`config.mk`:
```
export PLATFORM = sky130hd
export DESIGN_NAME = rcsd_top
export DESIGN_NICKNAME = d
export VERILOG_FILES = /design/src/verilog/rcsd_pkg.sv /design/src/verilog/rcsd_top.sv /design/src/verilog/rcsd_chan.sv
export SDC_FILE = /design/constraint.sdc
export NUM_CORES = 1
export LEC_CHECK = 0
export BUFFER_PORTS_ARGS = -buffer_cell sky130_fd_sc_hd__buf_2
export CORE_ASPECT_RATIO = 1.5
export CORE_UTILIZATION = 35
export CTS_CLUSTER_SIZE = 40
export DETAILED_ROUTE_END_ITERATION = 8
export HOLD_SLACK_MARGIN = 0.15
export PLACE_DENSITY_LB_ADDON = 0.1
export REMOVE_ABC_BUFFERS = 1
export SYNTH_ARGS = -nofsm -noshare
export SYNTH_HDL_FRONTEND = slang
export SYNTH_HIERARCHICAL = 1
export SYNTH_SLANG_ARGS = --single-unit
```
`constraint.sdc`:
```
create_clock -name CLK_SYS -period 3.01 [get_ports CLK_SYS]
set_input_delay 0.4515 -clock CLK_SYS [delete_from_list [all_inputs] [get_ports CLK_SYS]]
set_output_delay 0.4515 -clock CLK_SYS [all_outputs]
set_load 0.02 [all_outputs]
```
`src/verilog/rcsd_pkg.sv`:
```
// package: register map, field layout and reset values of the software channel drive block
package rcsd_pkg;
    localparam int          RCSD_CHANNELS      = 4;
    localparam int          RCSD_ADDR_W        = 4;
    // register byte offsets
    localparam logic [3:0]  RCSD_OFF_PULSE     = 4'h0;
    localparam logic [3:0]  RCSD_OFF_HOLD      = 4'h4;
    localparam logic [3:0]  RCSD_OFF_ROUTE     = 4'h8;
    // field positions
    localparam int          RCSD_PEN_LSB       = 0;
    localparam int          RCSD_LOC_LSB       = 8;
    localparam int          RCSD_LOC_MSB       = 10;
    // reset values
    localparam logic [3:0]  RCSD_HOLD_RST      = 4'h0;
    localparam logic [3:0]  RCSD_PULSE_RST     = 4'h0;
    localparam logic [3:0]  RCSD_PEN_RST       = 4'h0;
    localparam logic [2:0]  RCSD_LOC_RST       = 3'h0;
    localparam logic [31:0] RCSD_RDATA_RST     = 32'h0;
endpackage

```
`src/verilog/rcsd_top.sv`:
```
// top: wishbone register file and four software-driven event channels
//
// Our own choice: the Wishbone interface to the registers.
`timescale 1ns/100ps
module rcsd_top
    import rcsd_pkg::*;
(
    // clock and reset
    input  wire logic        CLK_SYS,
    input  wire logic        NRST,
    // wishbone slave
    input  wire logic        WB_CYC_I,
    input  wire logic        WB_STB_I,
    input  wire logic        WB_WE_I,
    input  wire logic [3:0]  WB_ADR_I,
    input  wire logic [3:0]  WB_SEL_I,
    input  wire logic [31:0] WB_DAT_I,
    output logic      [31:0] WB_DAT_O,
    output logic             WB_ACK_O,
    output logic             WB_ERR_O,
    // producer side
    input  wire logic [3:0]  PRODUCER_SIG,
    input  wire logic [3:0]  PRODUCER_ON,
    // channel outputs to consumers
    output logic      [3:0]  CHAN_OUT,
    // general-purpose pins
    output logic      [3:0]  PIN_OUT,
    output logic      [3:0]  PIN_OE,
    output logic      [2:0]  PIN_LOCATION
);
    logic [3:0] soft_hold_bits_reg;
    logic [3:0] soft_pulse_bits_reg;
    logic [3:0] pin_en_reg;
    logic [2:0] location_reg;
    logic [3:0] producer_sel;
    logic       req;
    logic       hit;
    logic       wr_pulse;
    logic       wr_hold;
    logic       wr_route;
    logic [31:0] rdata_next;

    // a request is taken once; ack drops the cycle after so a held strobe is not taken twice
    // unmapped offsets answer with err, so a stray access never leaves the master waiting
    assign req      = WB_CYC_I && WB_STB_I && !WB_ACK_O && !WB_ERR_O;
    assign hit      = (WB_ADR_I == RCSD_OFF_PULSE) || (WB_ADR_I == RCSD_OFF_HOLD) ||
                      (WB_ADR_I == RCSD_OFF_ROUTE);
    // only byte lane 0 and 1 hold bits; reserved bits from software are discarded
    assign wr_pulse = req && WB_WE_I && WB_ADR_I == RCSD_OFF_PULSE && WB_SEL_I[0];
    assign wr_hold  = req && WB_WE_I && WB_ADR_I == RCSD_OFF_HOLD  && WB_SEL_I[0];
    assign wr_route = req && WB_WE_I && WB_ADR_I == RCSD_OFF_ROUTE;

    // bus answer: one cycle after the request, err for unmapped offsets
    always_ff @(posedge CLK_SYS or negedge NRST) begin
        if (!NRST) begin
            WB_ACK_O <= 1'b0;
            WB_ERR_O <= 1'b0;
        end else begin
            WB_ACK_O <= req && hit;
            WB_ERR_O <= req && !hit;
        end
    end

    // read mux; pulse register and reserved bits give zero
    always_comb begin
        rdata_next = RCSD_RDATA_RST;
        unique case (WB_ADR_I)
            RCSD_OFF_HOLD: begin
                rdata_next[3:0] = soft_hold_bits_reg;
            end
            RCSD_OFF_ROUTE: begin
                rdata_next[RCSD_PEN_LSB +: 4]          = pin_en_reg;
                rdata_next[RCSD_LOC_MSB:RCSD_LOC_LSB] = location_reg;
            end
            default: begin
                rdata_next = RCSD_RDATA_RST;
            end
        endcase
    end

    // read data stands only in the answer cycle and is zero otherwise, so no stale word leaks
    always_ff @(posedge CLK_SYS or negedge NRST) begin
        if (!NRST) begin
            WB_DAT_O <= RCSD_RDATA_RST;
        end else if (req && !WB_WE_I) begin
            WB_DAT_O <= rdata_next;
        end else begin
            WB_DAT_O <= RCSD_RDATA_RST;
        end
    end

    // held level bits keep their value until rewritten
    always_ff @(posedge CLK_SYS or negedge NRST) begin
        if (!NRST) begin
            soft_hold_bits_reg <= RCSD_HOLD_RST;
        end else if (wr_hold) begin
            soft_hold_bits_reg <= WB_DAT_I[3:0];
        end
    end

    // pulse bits live for the single cycle after the write, then clear themselves
    // ack blocks a retake in the next cycle, so a pulse can never stretch to two cycles
    always_ff @(posedge CLK_SYS or negedge NRST) begin
        if (!NRST) begin
            soft_pulse_bits_reg <= RCSD_PULSE_RST;
        end else if (wr_pulse) begin
            soft_pulse_bits_reg <= WB_DAT_I[3:0];
        end else begin
            soft_pulse_bits_reg <= 4'h0;
        end
    end

    // routing register: pin enables and location, byte lanes honoured
    // enables and location sit in different byte lanes, so either may be written alone
    always_ff @(posedge CLK_SYS or negedge NRST) begin
        if (!NRST) begin
            pin_en_reg   <= RCSD_PEN_RST;
            location_reg <= RCSD_LOC_RST;
        end else if (wr_route) begin
            if (WB_SEL_I[0]) begin
                pin_en_reg <= WB_DAT_I[RCSD_PEN_LSB +: 4];
            end
            if (WB_SEL_I[1]) begin
                location_reg <= WB_DAT_I[RCSD_LOC_MSB:RCSD_LOC_LSB];
            end
        end
    end

    // location is forwarded to the pin mux outside; codes above 2 are passed unchanged
    always_ff @(posedge CLK_SYS or negedge NRST) begin
        if (!NRST) begin
            PIN_LOCATION <= RCSD_LOC_RST;
        end else begin
            PIN_LOCATION <= location_reg;
        end
    end

    // producer selection off forces a zero input term
    assign producer_sel = PRODUCER_SIG & PRODUCER_ON;

    // one flop stage per channel keeps every block output straight from a register
    genvar g;
    generate
        for (g = 0; g < RCSD_CHANNELS; g = g + 1) begin : g_chan
            rcsd_chan u_chan (
                .clk         (CLK_SYS),
                .nrst        (NRST),
                .hold_bit    (soft_hold_bits_reg[g]),
                .pulse_bit   (soft_pulse_bits_reg[g]),
                .producer_in (producer_sel[g]),
                .pin_en      (pin_en_reg[g]),
                .chan_out    (CHAN_OUT[g]),
                .pin_out     (PIN_OUT[g]),
                .pin_oe      (PIN_OE[g])
            );
        end
    endgenerate

    // bus answer and read-back checks
    ack_hit_a: assert property (@(posedge CLK_SYS) disable iff (!NRST)
        req && hit |=> WB_ACK_O && !WB_ERR_O)
        else $error("mapped access not acknowledged");
    err_unmap_a: assert property (@(posedge CLK_SYS) disable iff (!NRST)
        req && !hit |=> WB_ERR_O && !WB_ACK_O)
        else $error("unmapped access not answered with err");
    ack_once_a: assert property (@(posedge CLK_SYS) disable iff (!NRST)
        WB_ACK_O || WB_ERR_O |=> !WB_ACK_O && !WB_ERR_O)
        else $error("bus answer longer than one cycle");
    pulse_read_a: assert property (@(posedge CLK_SYS) disable iff (!NRST)
        req && !WB_WE_I && WB_ADR_I == RCSD_OFF_PULSE |=> WB_ACK_O && WB_DAT_O == 32'h0)
        else $error("pulse register read is not zero");
    hold_read_a: assert property (@(posedge CLK_SYS) disable iff (!NRST)
        req && !WB_WE_I && WB_ADR_I == RCSD_OFF_HOLD |=> WB_DAT_O == {28'h0, $past(soft_hold_bits_reg)})
        else $error("level register read is wrong");
    route_read_a: assert property (@(posedge CLK_SYS) disable iff (!NRST)
        req && !WB_WE_I && WB_ADR_I == RCSD_OFF_ROUTE |=>
        WB_DAT_O == {21'h0, $past(location_reg), 4'h0, $past(pin_en_reg)})
        else $error("routing register read is wrong");
    rsv_read_a: assert property (@(posedge CLK_SYS) disable iff (!NRST)
        WB_ACK_O |-> WB_DAT_O[31:11] == 21'h0 && WB_DAT_O[7:4] == 4'h0)
        else $error("reserved bits do not read zero");

    // register checks
    pulse_bits_a: assert property (@(posedge CLK_SYS) disable iff (!NRST)
        wr_pulse |=> soft_pulse_bits_reg == $past(WB_DAT_I[3:0]))
        else $error("pulse bits do not follow the written ones");
    pulse_one_a: assert property (@(posedge CLK_SYS) disable iff (!NRST)
        wr_pulse && WB_DAT_I[0] |=> soft_pulse_bits_reg[0] ##1 !soft_pulse_bits_reg[0])
        else $error("software pulse not exactly one cycle");
    pulse_zero_a: assert property (@(posedge CLK_SYS) disable iff (!NRST)
        !wr_pulse |=> soft_pulse_bits_reg == 4'h0)
        else $error("pulse without a write");
    hold_write_a: assert property (@(posedge CLK_SYS) disable iff (!NRST)
        wr_hold |=> soft_hold_bits_reg == $past(WB_DAT_I[3:0]))
        else $error("level bits do not take the written value");
    hold_keep_a: assert property (@(posedge CLK_SYS) disable iff (!NRST)
        !wr_hold |=> $stable(soft_hold_bits_reg))
        else $error("level bits changed without a write");
    route_keep_a: assert property (@(posedge CLK_SYS) disable iff (!NRST)
        !wr_route |=> $stable(pin_en_reg) && $stable(location_reg))
        else $error("routing fields changed without a write");
    route_wr_a: assert property (@(posedge CLK_SYS) disable iff (!NRST)
        wr_route && WB_SEL_I[0] |=> ##1 PIN_OE == $past(WB_DAT_I[3:0], 2))
        else $error("pin enables do not follow the routing write");
    loc_wr_a: assert property (@(posedge CLK_SYS) disable iff (!NRST)
        wr_route && WB_SEL_I[1] |=> ##1 PIN_LOCATION == $past(WB_DAT_I[10:8], 2))
        else $error("location does not follow the routing write");

    // channel path checks; outputs lag the registers by one flop
    // the producer term is taken one edge back, where the channel flop samples it
    pulse_out_a: assert property (@(posedge CLK_SYS) disable iff (!NRST)
        wr_pulse && WB_DAT_I[0] |=> ##1 CHAN_OUT[0] != ($past(soft_hold_bits_reg[0]) ^ $past(producer_sel[0])))
        else $error("pulse does not invert the level on the channel output");
    off_prod_a: assert property (@(posedge CLK_SYS) disable iff (!NRST)
        PRODUCER_ON == 4'h0 && soft_pulse_bits_reg == 4'h0 |=> CHAN_OUT == $past(soft_hold_bits_reg))
        else $error("off producer leaks into channel output");
endmodule

```
`src/verilog/rcsd_chan.sv`:
```
// one channel: xor of held level, one-cycle pulse and producer input, registered
`timescale 1ns/100ps
module rcsd_chan (
    // clock and reset
    input  wire logic clk,
    input  wire logic nrst,
    // channel terms
    input  wire logic hold_bit,
    input  wire logic pulse_bit,
    input  wire logic producer_in,
    input  wire logic pin_en,
    // results
    output logic      chan_out,
    output logic      pin_out,
    output logic      pin_oe
);
    logic chan_next;

    // three-term combination, registered so the top output comes from a flop
    assign chan_next = hold_bit ^ pulse_bit ^ producer_in;

    always_ff @(posedge clk or negedge nrst) begin
        if (!nrst) begin
            chan_out <= 1'b0;
            pin_out  <= 1'b0;
            pin_oe   <= 1'b0;
        end else begin
            chan_out <= chan_next;
            // a pin that is not driven stays low, so a disabled pin never shows channel activity
            pin_out  <= pin_en & chan_next;
            pin_oe   <= pin_en;
        end
    end

    chan_xor_a: assert property (@(posedge clk) disable iff (!nrst)
        1'b1 |=> chan_out == ($past(hold_bit) ^ $past(pulse_bit) ^ $past(producer_in)))
        else $error("channel output is not the xor of its three terms");
    pin_follow_a: assert property (@(posedge clk) disable iff (!nrst)
        pin_oe |-> pin_out == chan_out)
        else $error("pin value differs from channel output");
    pin_quiet_a: assert property (@(posedge clk) disable iff (!nrst)
        !pin_oe |-> !pin_out)
        else $error("pin shows activity while not enabled");
endmodule

```
Word level (Yosys, flattened, before mapping)
Cells that the tools add are included.
{"block": "op_classes", "n_eq_ne": 2, "n_mux": 4, "bitwise_logic": 13, "n_reduce_logical": 21}
{"operator": "1-bit logical AND", "count": 12}
{"operator": "11-bit two-way mux", "count": 1}
{"operator": "4-bit one-hot mux with 2 select lines", "count": 1}
{"operator": "1-bit XOR", "count": 8}
{"operator": "1-bit AND", "count": 4}
{"operator": "4-bit AND", "count": 1}
{"operator": "4-bit by 3-bit equality test with 1-bit output (second input constant)", "count": 1}
{"operator": "4-bit equality test (second input constant)", "count": 1}
{"operator": "1-bit zero test", "count": 4}
{"operator": "4-bit zero test", "count": 1}
{"operator": "4-bit two-way mux", "count": 1}
{"operator": "2-bit AND reduction", "count": 2}
{"operator": "3-bit two-way mux", "count": 1}
{"operator": "1-bit logical OR", "count": 2}
{"block": "totals", "reg_bits": 64, "input_bits": 53, "output_inout_bits": 49, "elab_cells": 60}

Depth between registers and ports, before layout
{"block": "depth", "ltp_word": 7, "mapped_depth": 4, "mapped_depth_nobuf": 3}

Hierarchy
Netlist, hierarchy kept.
{"module": "rcsd_top", "n_inst": 1, "cells_per_inst": 100, "area_each_um2": 1262.5, "seq_area_each_um2": 675.6}
{"module": "rcsd_chan", "n_inst": 4, "cells_per_inst": 8, "area_each_um2": 120.1, "seq_area_each_um2": 75.1}

Worst setup path before layout
OpenSTA, ideal clock, no wires.
{"block": "synth_timing", "kind": "input -> register", "from": "input port WB_ADR_I[1]", "to": "register location_reg[0]", "arrival_ns": 1.567, "slack_ns": 1.319, "cell_stages": 3, "path_cell_list": "or4b_4 nor3_4 mux2_2"}
{"block": "synth_via", "elab_chain_len": 3}
{"element": "start, declared", "line_no": "rcsd_top.sv:15", "source": "input wire logic [3:0] WB_ADR_I,"}
{"element": "4-bit equality test", "line_no": "rcsd_top.sv:51", "source": "assign wr_route = req && WB_WE_I && WB_ADR_I == RCSD_OFF_ROUTE;"}
{"element": "1-bit logical AND", "line_no": "rcsd_top.sv:51"}
{"element": "2-bit AND reduction (no line)"}
{"element": "end signal, assigned", "line_no": "rcsd_top.sv:124", "source": "location_reg <= WB_DAT_I[RCSD_LOC_MSB:RCSD_LOC_LSB];"}
{"element": "end, declared", "line_no": "rcsd_top.sv:34", "source": "logic [2:0] location_reg;"}
No other way between the ends.
A chain may end at the register's enable or synchronous reset.

Final worst setup path
{"block": "layout_timing", "from": "register WB_ERR_O", "to": "register pin_en_reg[1]"}
{"block": "layout_via", "elab_chain_len": 5}
{"element": "start, declared", "line_no": "rcsd_top.sv:20", "source": "output logic WB_ERR_O,"}
{"element": "start signal, assigned", "line_no": "rcsd_top.sv:60", "source": "WB_ERR_O <= req && !hit;"}
{"element": "1-bit zero test", "line_no": "rcsd_top.sv:45", "source": "assign req = WB_CYC_I && WB_STB_I && !WB_ACK_O && !WB_ERR_O;"}
{"element": "1-bit logical AND", "line_no": "rcsd_top.sv:45"}
{"element": "1-bit logical AND (2 in a row)", "line_no": "rcsd_top.sv:51"}
{"element": "2-bit AND reduction (no line)"}
{"element": "end signal, assigned", "line_no": "rcsd_top.sv:121", "source": "pin_en_reg <= WB_DAT_I[RCSD_PEN_LSB +: 4];"}
{"element": "end, declared", "line_no": "rcsd_top.sv:33", "source": "logic [3:0] pin_en_reg;"}
No other way between the ends.

==> out/results.txt <==
Reg area: 976 um2
final setup fails: 0
ratio of cells with drive above 1 in the final layout: 43.0%
root buffer cell: clkbuf_8
routed wire length: 2860 um
die height: 88.4 um
GRT overflow: 0
sequential share of power: 55.6%
clock-pin slew on the worst setup and hold paths: 0.07 ns
Clock Power Share: 30.4%
Final Hold Fails: 0
LEAKAGE: 1.10 nW
Slowest Stage Delay on Critical Path: 0.53 ns
number of buffers inserted by hold repair at cts: 0
Routability Congestion: 0.697
Power per Cell Area: 498 nW/um2
Yosys cell types: 26
post-DP HPWL: 2170 um
crit-path max FO: 8
Final Max Tran Viols: 0
initial drt markers: 13
PostCTS Resize Cnt: 0
area occupied by multi-input gates: 664 um2
die area: 5270 um2
top routing layer used: met4
period utilization: 62.3%
status: finished, final reports clean
Mean Syn Cell Area: 13.2 um2
non-filler instance count after layout: 252
Via Count: 1,056
Initial Util: 36.2%
worst skew pair latency: 0.28 ns
FF-to-FF setup slack: 1.14 ns
RSZ-0062 raised after global routing: false
Setup crit end kind: register
global-route wire length before repair: 4600 um
area leader, netlist: dfrtp_1
synth top area cells: dfrtp_1 56%, buf_4 11%, mux2_2 7.1%
DRC errors left: 0
Total GRT Usage: 12.3%
critical path arrival: 2.04 ns
initial antenna violation count: 0
Pwr Total: 1.02 mW
H-tree depth: 2
Syn-to-layout area delta: 17.5%
Core Region: 4810 um2
IO Port Bufs: 49
number of flip-flops under the largest register name: 7
HP Class: primary input to async pin
met1 WL: 1060 um
Rows: 31
met2 WL: 1590 um
Rel. slew slack: 44.6%
critical path required time: 3.18 ns
largest net degree at the start of global routing: 40
peak supply drop: 0.000223 V
Final min period: 1.87 ns
DRT antenna net count: 0
I/O pin total: 102
nets: 240
Routed WL per cell: 11.4 um
Worst-Margin Slew: 0.831 ns
Die X-Extent: 59.6 um
Post-Syn Instances: 132
clock sinks: 39
FMAX: 534 MHz
total CTS buffers: 5
Post-CTS Setup Repair Bufs: 0
#FFs+latches synth: 39
setup TNS: 0 ns
Layout fillers: 506
vias in the first global route: 1,048
Startpoint Class: register
switching share of power: 25.9%
internal power: 756 uW
routed length on met3: 159 um
post-synth top area share: 56.0%
sequential-to-total area share from yosys stat: 56.0%
Logic pwr share: 14.0%
Psw: 265 uW
largest reg by FF count: WB_DAT_O
CTS tree: done
TritonRoute pass-1 iters: 4
synth warn: 6
Critical Path Slowest Stage Cell: nand4bb_1
mapped cell area: 1740 um2
CP Cell Sequence: nand4bb_1 -> nor3_4 -> mux2_2
post-DR vias/cell: 4.19
Max-Cap Viols: 0
Worst Skew: 0.00176 ns
maximum clock path buffer count: 2
n_diodes: 0
Crit Path Category: register to register
Inst Count DP: 246
-- worst paths after layout --
check                           cells past startpoint                         to       startpoint
worst min-delay path                                1  g_chan[0].u_chan/chan_out             NRST
worst max register to register                      3              pin_en_reg[1]         WB_ERR_O
worst min register to register                      0            PIN_LOCATION[2]  location_reg[2]
max in group asynchronous                           1   g_chan[1].u_chan/pin_out             NRST
worst max-delay path                                3              pin_en_reg[1]         WB_ERR_O
min in group CLK_SYS                                0            PIN_LOCATION[2]  location_reg[2]
-- synth_stat cells (all sizes together) --
library cell,instances
a211oi,1
nor2b,1
or4b,1
a22oi,4
mux2i,4
or4,1
buf,26
nand2b,4
dfrtp,39
or2,1
conb,1
nor2,6
nand4bb,1
nor4b,2
mux2,11
and2,8
nor3b,1
xnor2,8
nor3,3
nand2,6
and3,3
-- routing by layer --
metal / vias to the layer above / global-route usage, %
li1: 498 / -
met2: 37 / 21.7
met3: 6 / 3.95
met4: 0 / 6.34
met5: - / 0
met1: 515 / 12.7
-- placed cells by master, fill, tap and decap left out --
| master | Yosys | layout |
|---|---|---|
| and2_2 | 3 | 3 |
| nor4b_1 | 1 | 1 |
| xnor2_1 | 4 | 4 |
| dfrtp_1 | 39 | 39 |
| a22oi_1 | 4 | 4 |
| mux2i_1 | 4 | 4 |
| or4_2 | 1 | 1 |
| nor2b_1 | 1 | 1 |
| clkbuf_1 | 0 | 1 |
| or4b_4 | 1 | 1 |
| conb_1 | 1 | 25 |
| nor3b_4 | 1 | 1 |
| mux2_2 | 11 | 11 |
| or2_2 | 1 | 1 |
| nor4b_2 | 1 | 1 |
| xnor2_2 | 4 | 4 |
| a211oi_1 | 1 | 1 |
| nor3_1 | 1 | 1 |
| nand4bb_1 | 1 | 1 |
| and2_1 | 5 | 5 |
| nand2_1 | 6 | 6 |
| buf_2 | 1 | 49 |
| buf_4 | 25 | 1 |
| nand2b_1 | 4 | 4 |
| nor3_4 | 2 | 2 |
| nor2_1 | 6 | 6 |
| clkbuf_8 | 0 | 5 |
| and3_1 | 3 | 3 |
-- cells by family after synthesis --
logic type	share of synthesized area, %
flops	56.0
other cells	0.215
compound gates	2.15
mux	9.40
xor+xnor	5.74
buf+inv	11.1
simple gates	15.4
-- layout make-up --
cell class / instances / area share, %
flip-flops and latches: 39 / 47.6
repair buffers: 50 / 12.3
well taps: 66 / 4.03
multi-input cells: 91 / 32.4
clock buffers: 6 / 3.54
-- power by group through the flow --
stage                     sequential, mW  combinational (mW)  clock [mW]
after floorplan                    0.597              0.0696           0
after global placement             0.576               0.142           0
after detailed placement           0.577               0.144           0
after CTS                          0.567               0.145       0.323
after global routing               0.570               0.158       0.345
final                              0.567               0.143       0.310
-- critical path, delay by kind of cell (launching register included) --
family        cells  cell delay [ns]
flops             1             0.38
simple gates      2             1.00
mux               1             0.38
-- stage by stage --
stage	setup slack [ns]	area, um2	hold WS, ns	utilization [%]
2_1_floorplan	1.25	1640	0.156	-
3_3_place_gp	0.900	1980	0.377	41.1
3_5_place_dp	0.888	1980	0.384	41.1
4_1_cts	1.15	2050	0.301	42.6
5_1_grt	1.01	2050	0.344	42.6
6_report	1.14	2050	0.268	42.6
Note: power is estimated with default switching activity, not from simulation.
